==> src/hw/event_timer_params.svh <==
// Register indices, field positions and reset values of the timer block
`ifndef EVENT_TIMER_PARAMS_SVH
`define EVENT_TIMER_PARAMS_SVH

// ----------------------------------------
// Register indices (byte address = 4 x index)
// ----------------------------------------
`define IDX_COUNT_A 6'h0d
`define IDX_CONTROL_A 6'h0e
`define IDX_COUNT_B 6'h10
`define IDX_CONTROL_B 6'h11
`define IDX_INTC 6'h0b

// ----------------------------------------
// Control register fields
// ----------------------------------------
`define CTL_MODE_HI 7
`define CTL_MODE_LO 6
`define CTL_CLK_SRC 5
`define CTL_RUN 4
`define CTL_EDGE 3
`define CTL_PSC_HI 2
`define CTL_PSC_LO 0

// ----------------------------------------
// Interrupt control register fields
// ----------------------------------------
`define INTC_ENABLE 0
`define INTC_FLAG_A 5
`define INTC_FLAG_B 6
`define INTC_MASK 8'h61

// ----------------------------------------
// Reset values and masks
// ----------------------------------------
`define CONTROL_RESET 8'h08
`define CONTROL_A_MASK 8'hff
`define CONTROL_B_MASK 8'hf8
`define QUARTER_DIV_MAX 2'h3

`endif

==> src/hw/event_timer_pkg.sv <==
// Types shared by the timer block
package event_timer_pkg;

	// ----------------------------------------
	// Operating modes
	// ----------------------------------------
	typedef enum logic [1:0] {
		MODE_UNUSED = 2'b00,
		MODE_EVENT = 2'b01,
		MODE_TIMER = 2'b10,
		MODE_PULSE = 2'b11
	} timer_mode_t;

	// ----------------------------------------
	// Pulse-width measurement states
	// ----------------------------------------
	typedef enum logic {
		PW_ARMED = 1'b0,
		PW_COUNTING = 1'b1
	} pulse_state_t;

endpackage

==> src/hw/event_timer_pulse_measure.sv <==
// Two 8-bit timer/event counters with pulse-width measurement
// Operation
// - Each channel is an 8-bit up-counter
// - Write goes to preload; read returns counter
// - Control bits 7:6 select operating mode
// - Event mode pin edges; timer and pulse modes prescaled clock
// - Overflow reloads preload and sets flag
// - Overflow flags at interrupt bits 5, 6
// - Pulse mode counts between edges, clears run
// - Pulse measurement single-shot until run set
// - Pulse mode acts on edges, not levels
// - Pulse mode overflow reloads and flags too
// - Run bit software-only outside pulse mode
// - Overflow is a wake-up source
// - Enable clear blocks service, flag still sets
// - Stopped write loads counter; running preload only
// - Count clock blocked during counter read
// - Bits 2:0 divide timer A clock by two power; timer B masks them off
// - Bit 3 selects edge polarity
// - Bit 4 is the run bit
// - Bit 5 selects system or RTC clock
// - Overflows feed the buzzer signal source
// - Second timer uses system clock over four
//
// Added by the designer: the Wishbone register port.
`include "event_timer_params.svh"

module event_timer_pulse_measure #(
	parameter int COUNT_WIDTH = 8,
	parameter int PSC_WIDTH = 7
) (
	// Clock and reset
	input wire logic clk,
	input wire logic reset_n,
	// Wishbone slave
	input wire logic wb_cyc_i,
	input wire logic wb_stb_i,
	input wire logic wb_we_i,
	input wire logic [7:0] wb_adr_i,
	input wire logic [31:0] wb_dat_i,
	input wire logic [3:0] wb_sel_i,
	output logic [31:0] wb_dat_o,
	output logic wb_ack_o,
	// Timer pins and RTC clock
	input wire logic [1:0] timer_pin,
	input wire logic rtc_clock,
	// Events out
	output logic [1:0] overflow_event,
	output logic wake_request,
	output logic [1:0] buzzer_source,
	output logic [1:0] service_request
);
	import event_timer_pkg::*;

	// ----------------------------------------
	// Decode helpers
	// ----------------------------------------
	function automatic timer_mode_t mode_of(input logic [7:0] ctl);
		return timer_mode_t'(ctl[`CTL_MODE_HI:`CTL_MODE_LO]);
	endfunction

	function automatic logic [PSC_WIDTH-1:0] psc_mask(
		input logic [2:0] sel);
		logic [PSC_WIDTH:0] one_hot;
		one_hot = '0;
		one_hot[sel] = 1'b1;
		return PSC_WIDTH'(one_hot - 1'b1);
	endfunction

	// ----------------------------------------
	// Bus request decode
	// ----------------------------------------
	logic [5:0] reg_index;
	logic bus_req;
	logic bus_write;
	logic [7:0] write_byte;
	logic [7:0] read_byte;
	logic [7:0] intc;
	logic [1:0][COUNT_WIDTH-1:0] count_bus;
	logic [1:0][7:0] control_bus;
	logic [1:0] overflow;

	assign reg_index = wb_adr_i[7:2];
	assign bus_req = wb_cyc_i & wb_stb_i;
	// Writes land only at the acknowledging edge
	assign bus_write = bus_req & wb_we_i & wb_ack_o & wb_sel_i[0];
	assign write_byte = wb_dat_i[7:0];

	always_ff @(posedge clk)
	begin
		if (!reset_n)
			wb_ack_o <= 1'b0;
		else
			wb_ack_o <= bus_req & ~wb_ack_o;
	end

	always_comb
	begin
		read_byte = 8'h00;
		unique case (reg_index)
			`IDX_COUNT_A:
				read_byte = 8'(count_bus[0]);
			`IDX_CONTROL_A:
				read_byte = control_bus[0];
			`IDX_COUNT_B:
				read_byte = 8'(count_bus[1]);
			`IDX_CONTROL_B:
				read_byte = control_bus[1];
			`IDX_INTC:
				read_byte = intc;
			default:
				read_byte = 8'h00;
		endcase
	end

	// Unmapped indices still answer, reading as zero
	always_ff @(posedge clk)
	begin
		if (!reset_n)
			wb_dat_o <= 32'h0000_0000;
		else if (bus_req & ~wb_ack_o)
			wb_dat_o <= {24'h00_0000, read_byte};
	end

	// ----------------------------------------
	// Interrupt control register
	// ----------------------------------------
	always_ff @(posedge clk)
	begin
		if (!reset_n)
			intc <= 8'h00;
		else
		begin
			if (bus_write && reg_index == `IDX_INTC)
				intc <= write_byte & `INTC_MASK;
			// A new overflow beats a clearing write
			if (overflow[0])
				intc[`INTC_FLAG_A] <= 1'b1;
			if (overflow[1])
				intc[`INTC_FLAG_B] <= 1'b1;
		end
	end

	// Flags always set; enable only gates servicing
	assign service_request = {intc[`INTC_FLAG_B], intc[`INTC_FLAG_A]}
		& {2{intc[`INTC_ENABLE]}};

	// ----------------------------------------
	// Shared clock sources
	// ----------------------------------------
	logic rtc_prev;
	logic rtc_tick;
	logic [1:0] quarter_cnt;
	logic quarter_tick;

	always_ff @(posedge clk)
	begin
		if (!reset_n)
			rtc_prev <= 1'b0;
		else
			rtc_prev <= rtc_clock;
	end

	assign rtc_tick = rtc_clock & ~rtc_prev;

	always_ff @(posedge clk)
	begin
		if (!reset_n)
			quarter_cnt <= 2'h0;
		else
			quarter_cnt <= quarter_cnt + 2'h1;
	end

	assign quarter_tick = (quarter_cnt == `QUARTER_DIV_MAX);

	// ----------------------------------------
	// Event outputs
	// ----------------------------------------
	always_ff @(posedge clk)
	begin
		if (!reset_n)
		begin
			overflow_event <= 2'b00;
			wake_request <= 1'b0;
		end
		else
		begin
			overflow_event <= overflow;
			wake_request <= |overflow;
		end
	end

	// Square wave halves the overflow rate for the buzzer
	always_ff @(posedge clk)
	begin
		if (!reset_n)
			buzzer_source <= 2'b00;
		else
			buzzer_source <= buzzer_source ^ overflow;
	end

	// ----------------------------------------
	// Timer channels
	// ----------------------------------------
	for (genvar ch = 0; ch < 2; ch++)
	begin : g_channel
		localparam logic [5:0] IDX_COUNT =
			(ch == 0) ? `IDX_COUNT_A : `IDX_COUNT_B;
		localparam logic [5:0] IDX_CONTROL =
			(ch == 0) ? `IDX_CONTROL_A : `IDX_CONTROL_B;
		localparam logic [7:0] CTL_MASK =
			(ch == 0) ? `CONTROL_A_MASK : `CONTROL_B_MASK;

		logic [7:0] control;
		logic [COUNT_WIDTH-1:0] count;
		logic [COUNT_WIDTH-1:0] preload;
		logic [PSC_WIDTH-1:0] psc_cnt;
		logic [PSC_WIDTH-1:0] mask;
		logic [2:0] pin_sync;
		pulse_state_t pw_state;
		pulse_state_t next_pw_state;
		timer_mode_t mode;
		logic run;
		logic edge_sel;
		logic pin_rise;
		logic pin_fall;
		logic count_edge;
		logic start_edge;
		logic src_tick;
		logic psc_tick;
		logic read_hold;
		logic advance;
		logic pw_stop;
		logic wr_count;
		logic wr_control;

		assign mode = mode_of(control);
		assign run = control[`CTL_RUN];
		assign edge_sel = control[`CTL_EDGE];
		assign wr_count = bus_write && reg_index == IDX_COUNT;
		assign wr_control = bus_write && reg_index == IDX_CONTROL;

		// Stage 0 feeds only stage 1; edges use stages 1 and 2
		always_ff @(posedge clk)
		begin
			if (!reset_n)
				pin_sync <= 3'b000;
			else
				pin_sync <= {pin_sync[1:0], timer_pin[ch]};
		end

		assign pin_rise = pin_sync[1] & ~pin_sync[2];
		assign pin_fall = ~pin_sync[1] & pin_sync[2];
		assign count_edge = edge_sel ? pin_fall : pin_rise;
		assign start_edge = edge_sel ? pin_rise : pin_fall;

		// Prescaler input: system clock (timer B: quarter clock tick) or RTC tick
		if (ch == 0)
		begin : g_src_a
			assign src_tick = control[`CTL_CLK_SRC] ? rtc_tick : 1'b1;
			assign mask = psc_mask(control[`CTL_PSC_HI:`CTL_PSC_LO]);
		end
		else
		begin : g_src_b
			assign src_tick = control[`CTL_CLK_SRC] ? rtc_tick
				: quarter_tick;
			assign mask = '0;
		end

		// Held clear while stopped so each run starts in phase
		always_ff @(posedge clk)
		begin
			if (!reset_n)
				psc_cnt <= '0;
			else if (!run)
				psc_cnt <= '0;
			else if (src_tick)
				psc_cnt <= psc_cnt + 1'b1;
		end

		assign psc_tick = src_tick & ((psc_cnt & mask) == mask);

		// Reading the counter drops its ticks for as long as the read request stands, through the ack cycle
		assign read_hold = bus_req & ~wb_we_i
			& (reg_index == IDX_COUNT);

		always_comb
		begin
			advance = 1'b0;
			unique case (mode)
				MODE_EVENT:
					advance = count_edge;
				MODE_TIMER:
					advance = psc_tick;
				MODE_PULSE:
					advance = psc_tick & (pw_state == PW_COUNTING);
				MODE_UNUSED:
					advance = 1'b0;
			endcase
			advance = advance & run & ~read_hold;
		end

		assign overflow[ch] = advance & (count == '1);
		assign pw_stop = (mode == MODE_PULSE) & run
			& (pw_state == PW_COUNTING) & count_edge;

		// Measurement arms again only once run is set
		always_comb
		begin
			next_pw_state = pw_state;
			unique case (pw_state)
				PW_ARMED:
					if (run && mode == MODE_PULSE && start_edge)
						next_pw_state = PW_COUNTING;
				PW_COUNTING:
					if (!run || mode != MODE_PULSE || pw_stop)
						next_pw_state = PW_ARMED;
			endcase
		end

		always_ff @(posedge clk)
		begin
			if (!reset_n)
				pw_state <= PW_ARMED;
			else
				pw_state <= next_pw_state;
		end

		// Software write wins over the hardware run clear
		always_ff @(posedge clk)
		begin
			if (!reset_n)
				control <= `CONTROL_RESET & CTL_MASK;
			else if (wr_control)
				control <= write_byte & CTL_MASK;
			else if (pw_stop)
				control[`CTL_RUN] <= 1'b0;
		end

		always_ff @(posedge clk)
		begin
			if (!reset_n)
				preload <= '0;
			else if (wr_count)
				preload <= COUNT_WIDTH'(write_byte);
		end

		always_ff @(posedge clk)
		begin
			if (!reset_n)
				count <= '0;
			else if (wr_count && !run)
				count <= COUNT_WIDTH'(write_byte);
			else if (overflow[ch])
				count <= preload;
			else if (advance)
				count <= count + 1'b1;
		end

		assign count_bus[ch] = count;
		assign control_bus[ch] = control;
	end

endmodule // event_timer_pulse_measure

==> config.mk <==
export PLATFORM = sky130hd
export DESIGN_NAME = event_timer_pulse_measure
export DESIGN_NICKNAME = d
export VERILOG_FILES = /design/src/hw/event_timer_pkg.sv /design/src/hw/event_timer_pulse_measure.sv
export VERILOG_INCLUDE_DIRS = /design/src /design/src/hw
export SDC_FILE = /design/constraint.sdc
export NUM_CORES = 1
export LEC_CHECK = 0
export BUFFER_PORTS_ARGS = -buffer_cell sky130_fd_sc_hd__buf_4
export CORE_MARGIN = 5
export CORE_UTILIZATION = 51
export CTS_BUF_LIST = sky130_fd_sc_hd__clkbuf_8
export CTS_CLUSTER_DIAMETER = 40
export DETAILED_ROUTE_END_ITERATION = 10
export PLACE_DENSITY_LB_ADDON = 0.08
export SLEW_MARGIN = 20
export SYNTH_ARGS = -nofsm -noshare
export SYNTH_HDL_FRONTEND = slang
export SYNTH_SLANG_ARGS = --single-unit
==> constraint.sdc <==
create_clock -name clk -period 2.02 [get_ports clk]
set_input_delay 0.202 -clock clk [delete_from_list [all_inputs] [get_ports clk]]
set_output_delay 0.202 -clock clk [all_outputs]
set_load 0.05 [all_outputs]
# Word level (Yosys, flattened, before mapping)
# Index checks and enable logic that the tools add are counted.
# word_totals
out_inout_bits	40
regBits	80
wordCells	147
# classes
bitwise_logic	42
n_eq_ne	17
n_reduce_logical	28
add_sub_neg	5
n_mux	30
n_lt_le_gt_ge	2
# op_table
operator	n
2-to-1 mux 8 bit	6
one-hot mux 8 bit (5 select lines)	1
bitwise AND 1 bit	28
equality test 6 x 4 -> 1 bit, second input constant	3
2-to-1 mux 1 bit	17
adder 8 x 1 -> 8 bit, second input constant	2
equality test 8 bit, second input constant	2
equality test 6 x 5 -> 1 bit, second input constant	2
logical AND 1 bit	12
inverter 1 bit	11
equality test 2 bit, second input constant	5
one-hot mux 1 bit (4 select lines)	2
nonzero test 2 bit	4
adder 7 x 1 -> 7 bit, second input constant	1
bitwise AND 7 bit	1
equality test 7 bit	1
2-to-1 mux 7 bit	1
subtractor 7 x 1 -> 7 bit, second input constant	1
nonzero test 3 bit	2
equality test 2 x 1 -> 1 bit, second input constant	2
zero test 2 bit	2
logical OR 1 bit	4
< comparator 3 x 4 -> 1 bit, second input constant	1
!= test 2 bit, second input constant	2
9 further kinds	11

# Longest topological paths before layout
# logic_depth
ltp_word	15
ltp_mapped	9
depth_no_buf	7

# Worst setup path after synthesis
# OpenSTA, ideal clock, no wires.
# synth_timing
path_type	reg-to-reg
from	register wb_ack_o
to	register g_channel[1].count[2]
setup_ps	118
n_path_buf	2
path_slack_ps	-116
stages_incl_launch_ff	9
required_ps	1902
arrival_time_ps	2018
path_cell_list	dfxtp_1 > nand3_1 > or4b_1 > buf_4 > or2_1 > buf_6 > nand2_1 > o21ai_1 > o2bb2ai_1
# synth_via
elab_chain_cells	5
# synth_rtl
element	line_no	rtl
start: declaration	event_timer_pulse_measure.sv:43	output logic wb_ack_o,
start signal: assignment	event_timer_pulse_measure.sv:94	wb_ack_o <= bus_req & ~wb_ack_o;
bitwise AND 1 bit * (2 in series)	event_timer_pulse_measure.sv:86	assign bus_write = bus_req & wb_we_i & wb_ack_o & wb_sel_i[0];
logical AND 1 bit *	event_timer_pulse_measure.sv:240	assign wr_count = bus_write && reg_index == IDX_COUNT;
logical AND 1 bit *	event_timer_pulse_measure.sv:352	else if (wr_count && !run)
nonzero test 3 bit (no source line) / 2-to-1 mux 8 bit (equally long branches)	--	
end signal: assignment	event_timer_pulse_measure.sv:353	count <= COUNT_WIDTH'(write_byte);
end signal: assignment	event_timer_pulse_measure.sv:355	count <= preload;
end signal: assignment	event_timer_pulse_measure.sv:357	count <= count + 1'b1;
end: declaration	event_timer_pulse_measure.sv:215	logic [COUNT_WIDTH-1:0] count;
# Every way passes the cells marked *; elsewhere a longest branch is shown, timed or not.
# A chain may end at the register's enable or synchronous reset.

# Final worst setup path
# layout_timing
from	register rtc_prev
to	register g_channel[1].count[1]
# layout_via
elab_chain_cells	10
# layout_rtl
element	line_no	rtl
start: declaration	event_timer_pulse_measure.sv:151	logic rtc_prev;
start signal: assignment	event_timer_pulse_measure.sv:161	rtc_prev <= rtc_clock;
inverter 1 bit *	event_timer_pulse_measure.sv:164	assign rtc_tick = rtc_clock & ~rtc_prev;
bitwise AND 1 bit *	event_timer_pulse_measure.sv:164	
2-to-1 mux 1 bit *	event_timer_pulse_measure.sv:265	assign src_tick = control[`CTL_CLK_SRC] ? rtc_tick
bitwise AND 1 bit	event_timer_pulse_measure.sv:296	advance = psc_tick & (pw_state == PW_COUNTING);
one-hot mux 1 bit (4 select lines) *	event_timer_pulse_measure.sv:290	unique case (mode)
bitwise AND 1 bit * (2 in series)	event_timer_pulse_measure.sv:300	advance = advance & run & ~read_hold;
bitwise AND 1 bit	event_timer_pulse_measure.sv:303	assign overflow[ch] = advance & (count == '1);
2-to-1 mux 8 bit	event_timer_pulse_measure.sv:354	else if (overflow[ch])
2-to-1 mux 8 bit	event_timer_pulse_measure.sv:352	
# Marks and branches as above.

==> flow_summary.json <==
{
  "grt_pass1_vias": 3460,
  "vias_per_cell": 5.79,
  "pwr-share-clk": 0.387,
  "total_power_uw": 3070,
  "slew_violations": 0,
  "antenna_found_initial": 0,
  "grt_pass1_wl_mm": 17.5,
  "synth_area_sq_um": 4080,
  "avgSynthCellArea_sq_um": 8.04,
  "vias": 3804,
  "fp.dieH_um": 99.4,
  "cts_buffer_depth": 2,
  "fmax_mhz": 537,
  "multi_input_area_sq_um": 2230,
  "wl_mm": 10.9,
  "root_buffer": "clkbuf_8",
  "outcome": "complete, no violations",
  "crit_fanout": 5,
  "endpoint": "g_channel[1].count[1]",
  "diodes": 0,
  "swShare": 0.266,
  "switching_power_uw": 816,
  "die_area_sq_um": 9880,
  "placed_area_sq_um": 4460,
  "setup_viol": 0,
  "yosys_warnings": 0,
  "skew_ns": 0.00950,
  "max_slew.worst_pin.slew_ns": 0.622,
  "hold_class": "in -> reg",
  "gr-total-overflow": 0,
  "fin_util": 0.599,
  "rrSetupSlack_ns": 0.16,
  "irDropWorstVdd_mv": 0.328,
  "initial_utilization": 0.525,
  "rsz0062_at_grt": "false",
  "clk_transition_reported_paths_ns": 0.08,
  "power_frac_comb": 0.092,
  "drt-pass1-iter-count": 5,
  "timing.final.crit_share": 0.922,
  "power_density_nw_per_um2": 659,
  "ioPinCount": 92,
  "fin_area_sq_um": 4660,
  "cp.required_ns": 2.28,
  "numCtsBuffers": 9,
  "endpoint_kind": "register",
  "p_int_uw": 2250,
  "htreeDepth": 3,
  "fin_setup_tns_ns": 0,
  "fin_nets": 607,
  "ys_seq_elements": 80,
  "p_leak_uw": 0.00171,
  "clock_sinks": 80,
  "yosysSeqAreaShare": 0.393,
  "r2r_end": "g_channel[1].count[1]",
  "clk_latency_ns": 0.36,
  "pwr-share-seq": 0.521,
  "rows": 32,
  "maxSlewHeadroom": 0.581,
  "dpl.cell_count": 642,
  "drive_gt1_frac": 0.166,
  "start_kind": "register",
  "die_w_um": 99.4,
  "synth_edf_count": 0,
  "postRouteAntennaNets": 0,
  "final_cells": 657,
  "setup.worst_path.start": "rtc_prev",
  "seq_area_sq_um": 1600,
  "rr_startpoint": "rtc_prev",
  "crit_type": "reg -> reg",
  "gp_congestion": 0.893,
  "cp.arrival_ns": 2.12,
  "async_flop_share": 0,
  "drc": 0,
  "max_cap_violations": 0,
  "grt_max_degree": 46,
  "coreArea_sq_um": 7770,
  "drt-initial-drc-count": 292,
  "fillers": 735,
  "grt_use_total": 0.220,
  "r2r.worst_path.cells": 6,
  "dpl.hpwl_mm": 7.84,
  "layout_min_cycle_time_ns": 1.86,
  "syn_to_final_growth_pct": 14.2,
  "io_buffer_count": 38,
  "ys_types": 57,
  "syn_inst": 507,
  "cts_tree": "done",
  "hold_viol": 0,
  "synth_ff_type": "dfxtp_1",
  "wl_per_cell_um": 16.6
}
registers in the layout (all words and copies together) (netlist names), 2 cells and up:
name / count
g_channel.preload: 16
g_channel.control: 13
g_channel.count: 16
g_channel.pin_sync: 6
quarter_cnt: 2
buzzer_source: 2
overflow_event: 2
intc: 3
wb_dat_o: 8
g_channel.psc_cnt: 7
g_channel.pw_state: 2
area by class of cell:
cell class                 instances  share of cell area
multi-input combinational        389               0.479
sequential                        80               0.344
timing repair buffer              62               0.100
clock buffer                      10              0.0296
tap                              102              0.0274
clock inverter                     5              0.0124
inverter                           9             0.00726
what timing repair did:
| item | in CTS | in global routing |
|---|---|---|
| hold buffers | 0 | 0 |
| buffers inserted | 0 | 0 |
| hold endpoints to repair | 0 | 0 |
| resized for setup | 0 | 1 |
| endpoints found under the setup margin | 0 | 2 |
logic make-up after synthesis:
family | Yosys count | synth area share
xor+xnor | 15 | 0.0322
flops | 80 | 0.393
other cells | 1 | 0.000920
fa+ha+maj | 6 | 0.0172
mux | 10 | 0.0249
compound gates | 116 | 0.182
simple gates | 218 | 0.268
buf+inv | 61 | 0.0817
worst max-delay path, cell delays in order (launching register included):
cell and delay (ns):
dfxtp_1 0.30, nand2b_1 0.22, a221oi_1 0.28, a22oi_1 0.16, and4b_1 0.48, mux2i_1 0.23, o2bb2ai_1 0.09
worst min path at each step:
stage	startpoint	end	slack, ns	cells past startpoint
2_1_floorplan	rtc_clock	rtc_prev	0.32	1
3_3_place_gp	quarter_cnt[0]	quarter_cnt[0]	0.41	1
3_5_place_dp	quarter_cnt[0]	quarter_cnt[0]	0.41	1
4_1_cts	timer_pin[1]	g_channel[1].pin_sync[0]	0.04	2
5_1_grt	rtc_clock	rtc_prev	0.04	2
6_report	rtc_clock	rtc_prev	0.05	2
cells in the final DEF, fill, tap and decap left out, types with 5 or more instances in the layout:
master / count
dfxtp_1: 79
nand2_1: 69
buf_4: 62
nand3_1: 58
a21oi_1: 53
nor2_1: 30
conb_1: 24
a22oi_1: 15
o21ai_0: 12
and2_1: 11
nand4_1: 10
clkbuf_8: 10
xor2_1: 9
mux2i_1: 9
inv_1: 8
nand2b_1: 6
xnor2_1: 6
and4_1: 5
power groups by stage:
stage	combinational (uW)	sequential, uW	clock, uW
2_1_floorplan	201	1650	0
3_3_place_gp	276	1640	0
3_5_place_dp	279	1640	0
4_1_cts	279	1600	1210
5_1_grt	297	1600	1270
6_report	282	1600	1190
synthesized netlist by cell type (4+ instances only):
cell type | instances | area share
inv_1 | 8 | 0.0074
o2bb2ai_1 | 4 | 0.0086
nand4_1 | 10 | 0.015
and2_1 | 11 | 0.017
nand2b_1 | 6 | 0.0092
a22oi_1 | 15 | 0.028
mux2i_1 | 9 | 0.022
o21ai_0 | 12 | 0.015
nor2_1 | 31 | 0.029
nand2_1 | 69 | 0.064
a222oi_1 | 4 | 0.0098
dfxtp_1 | 80 | 0.39
xnor2_1 | 6 | 0.013
and4_1 | 5 | 0.011
a32o_1 | 4 | 0.0098
buf_4 | 25 | 0.046
a21oi_1 | 53 | 0.065
nand3_1 | 58 | 0.071
xor2_1 | 9 | 0.019
clkbuf_1 | 23 | 0.021
nor2b_1 | 4 | 0.0061
ha_1 | 4 | 0.012
stage by stage:
stage | worst slack, ns | hold WS (ns)
floorplan | -0.0247 | 0.324
global placement | -0.119 | 0.407
detailed placement | -0.129 | 0.413
CTS | 0.109 | 0.0418
global route | 0.0349 | 0.0428
finish | 0.158 | 0.0484
routing by layer:
layer  up-vias  part of all wire  GRT usage  wire length, um
met1      1786              0.44      0.295             4800
li1       1854                 -          -                -
met3        24             0.071     0.0463              771
met2       140              0.47      0.356             5110
met4         0             0.021     0.0662              225
met5         -                 0          0                0
Note: power is estimated with default switching activity, not from simulation.
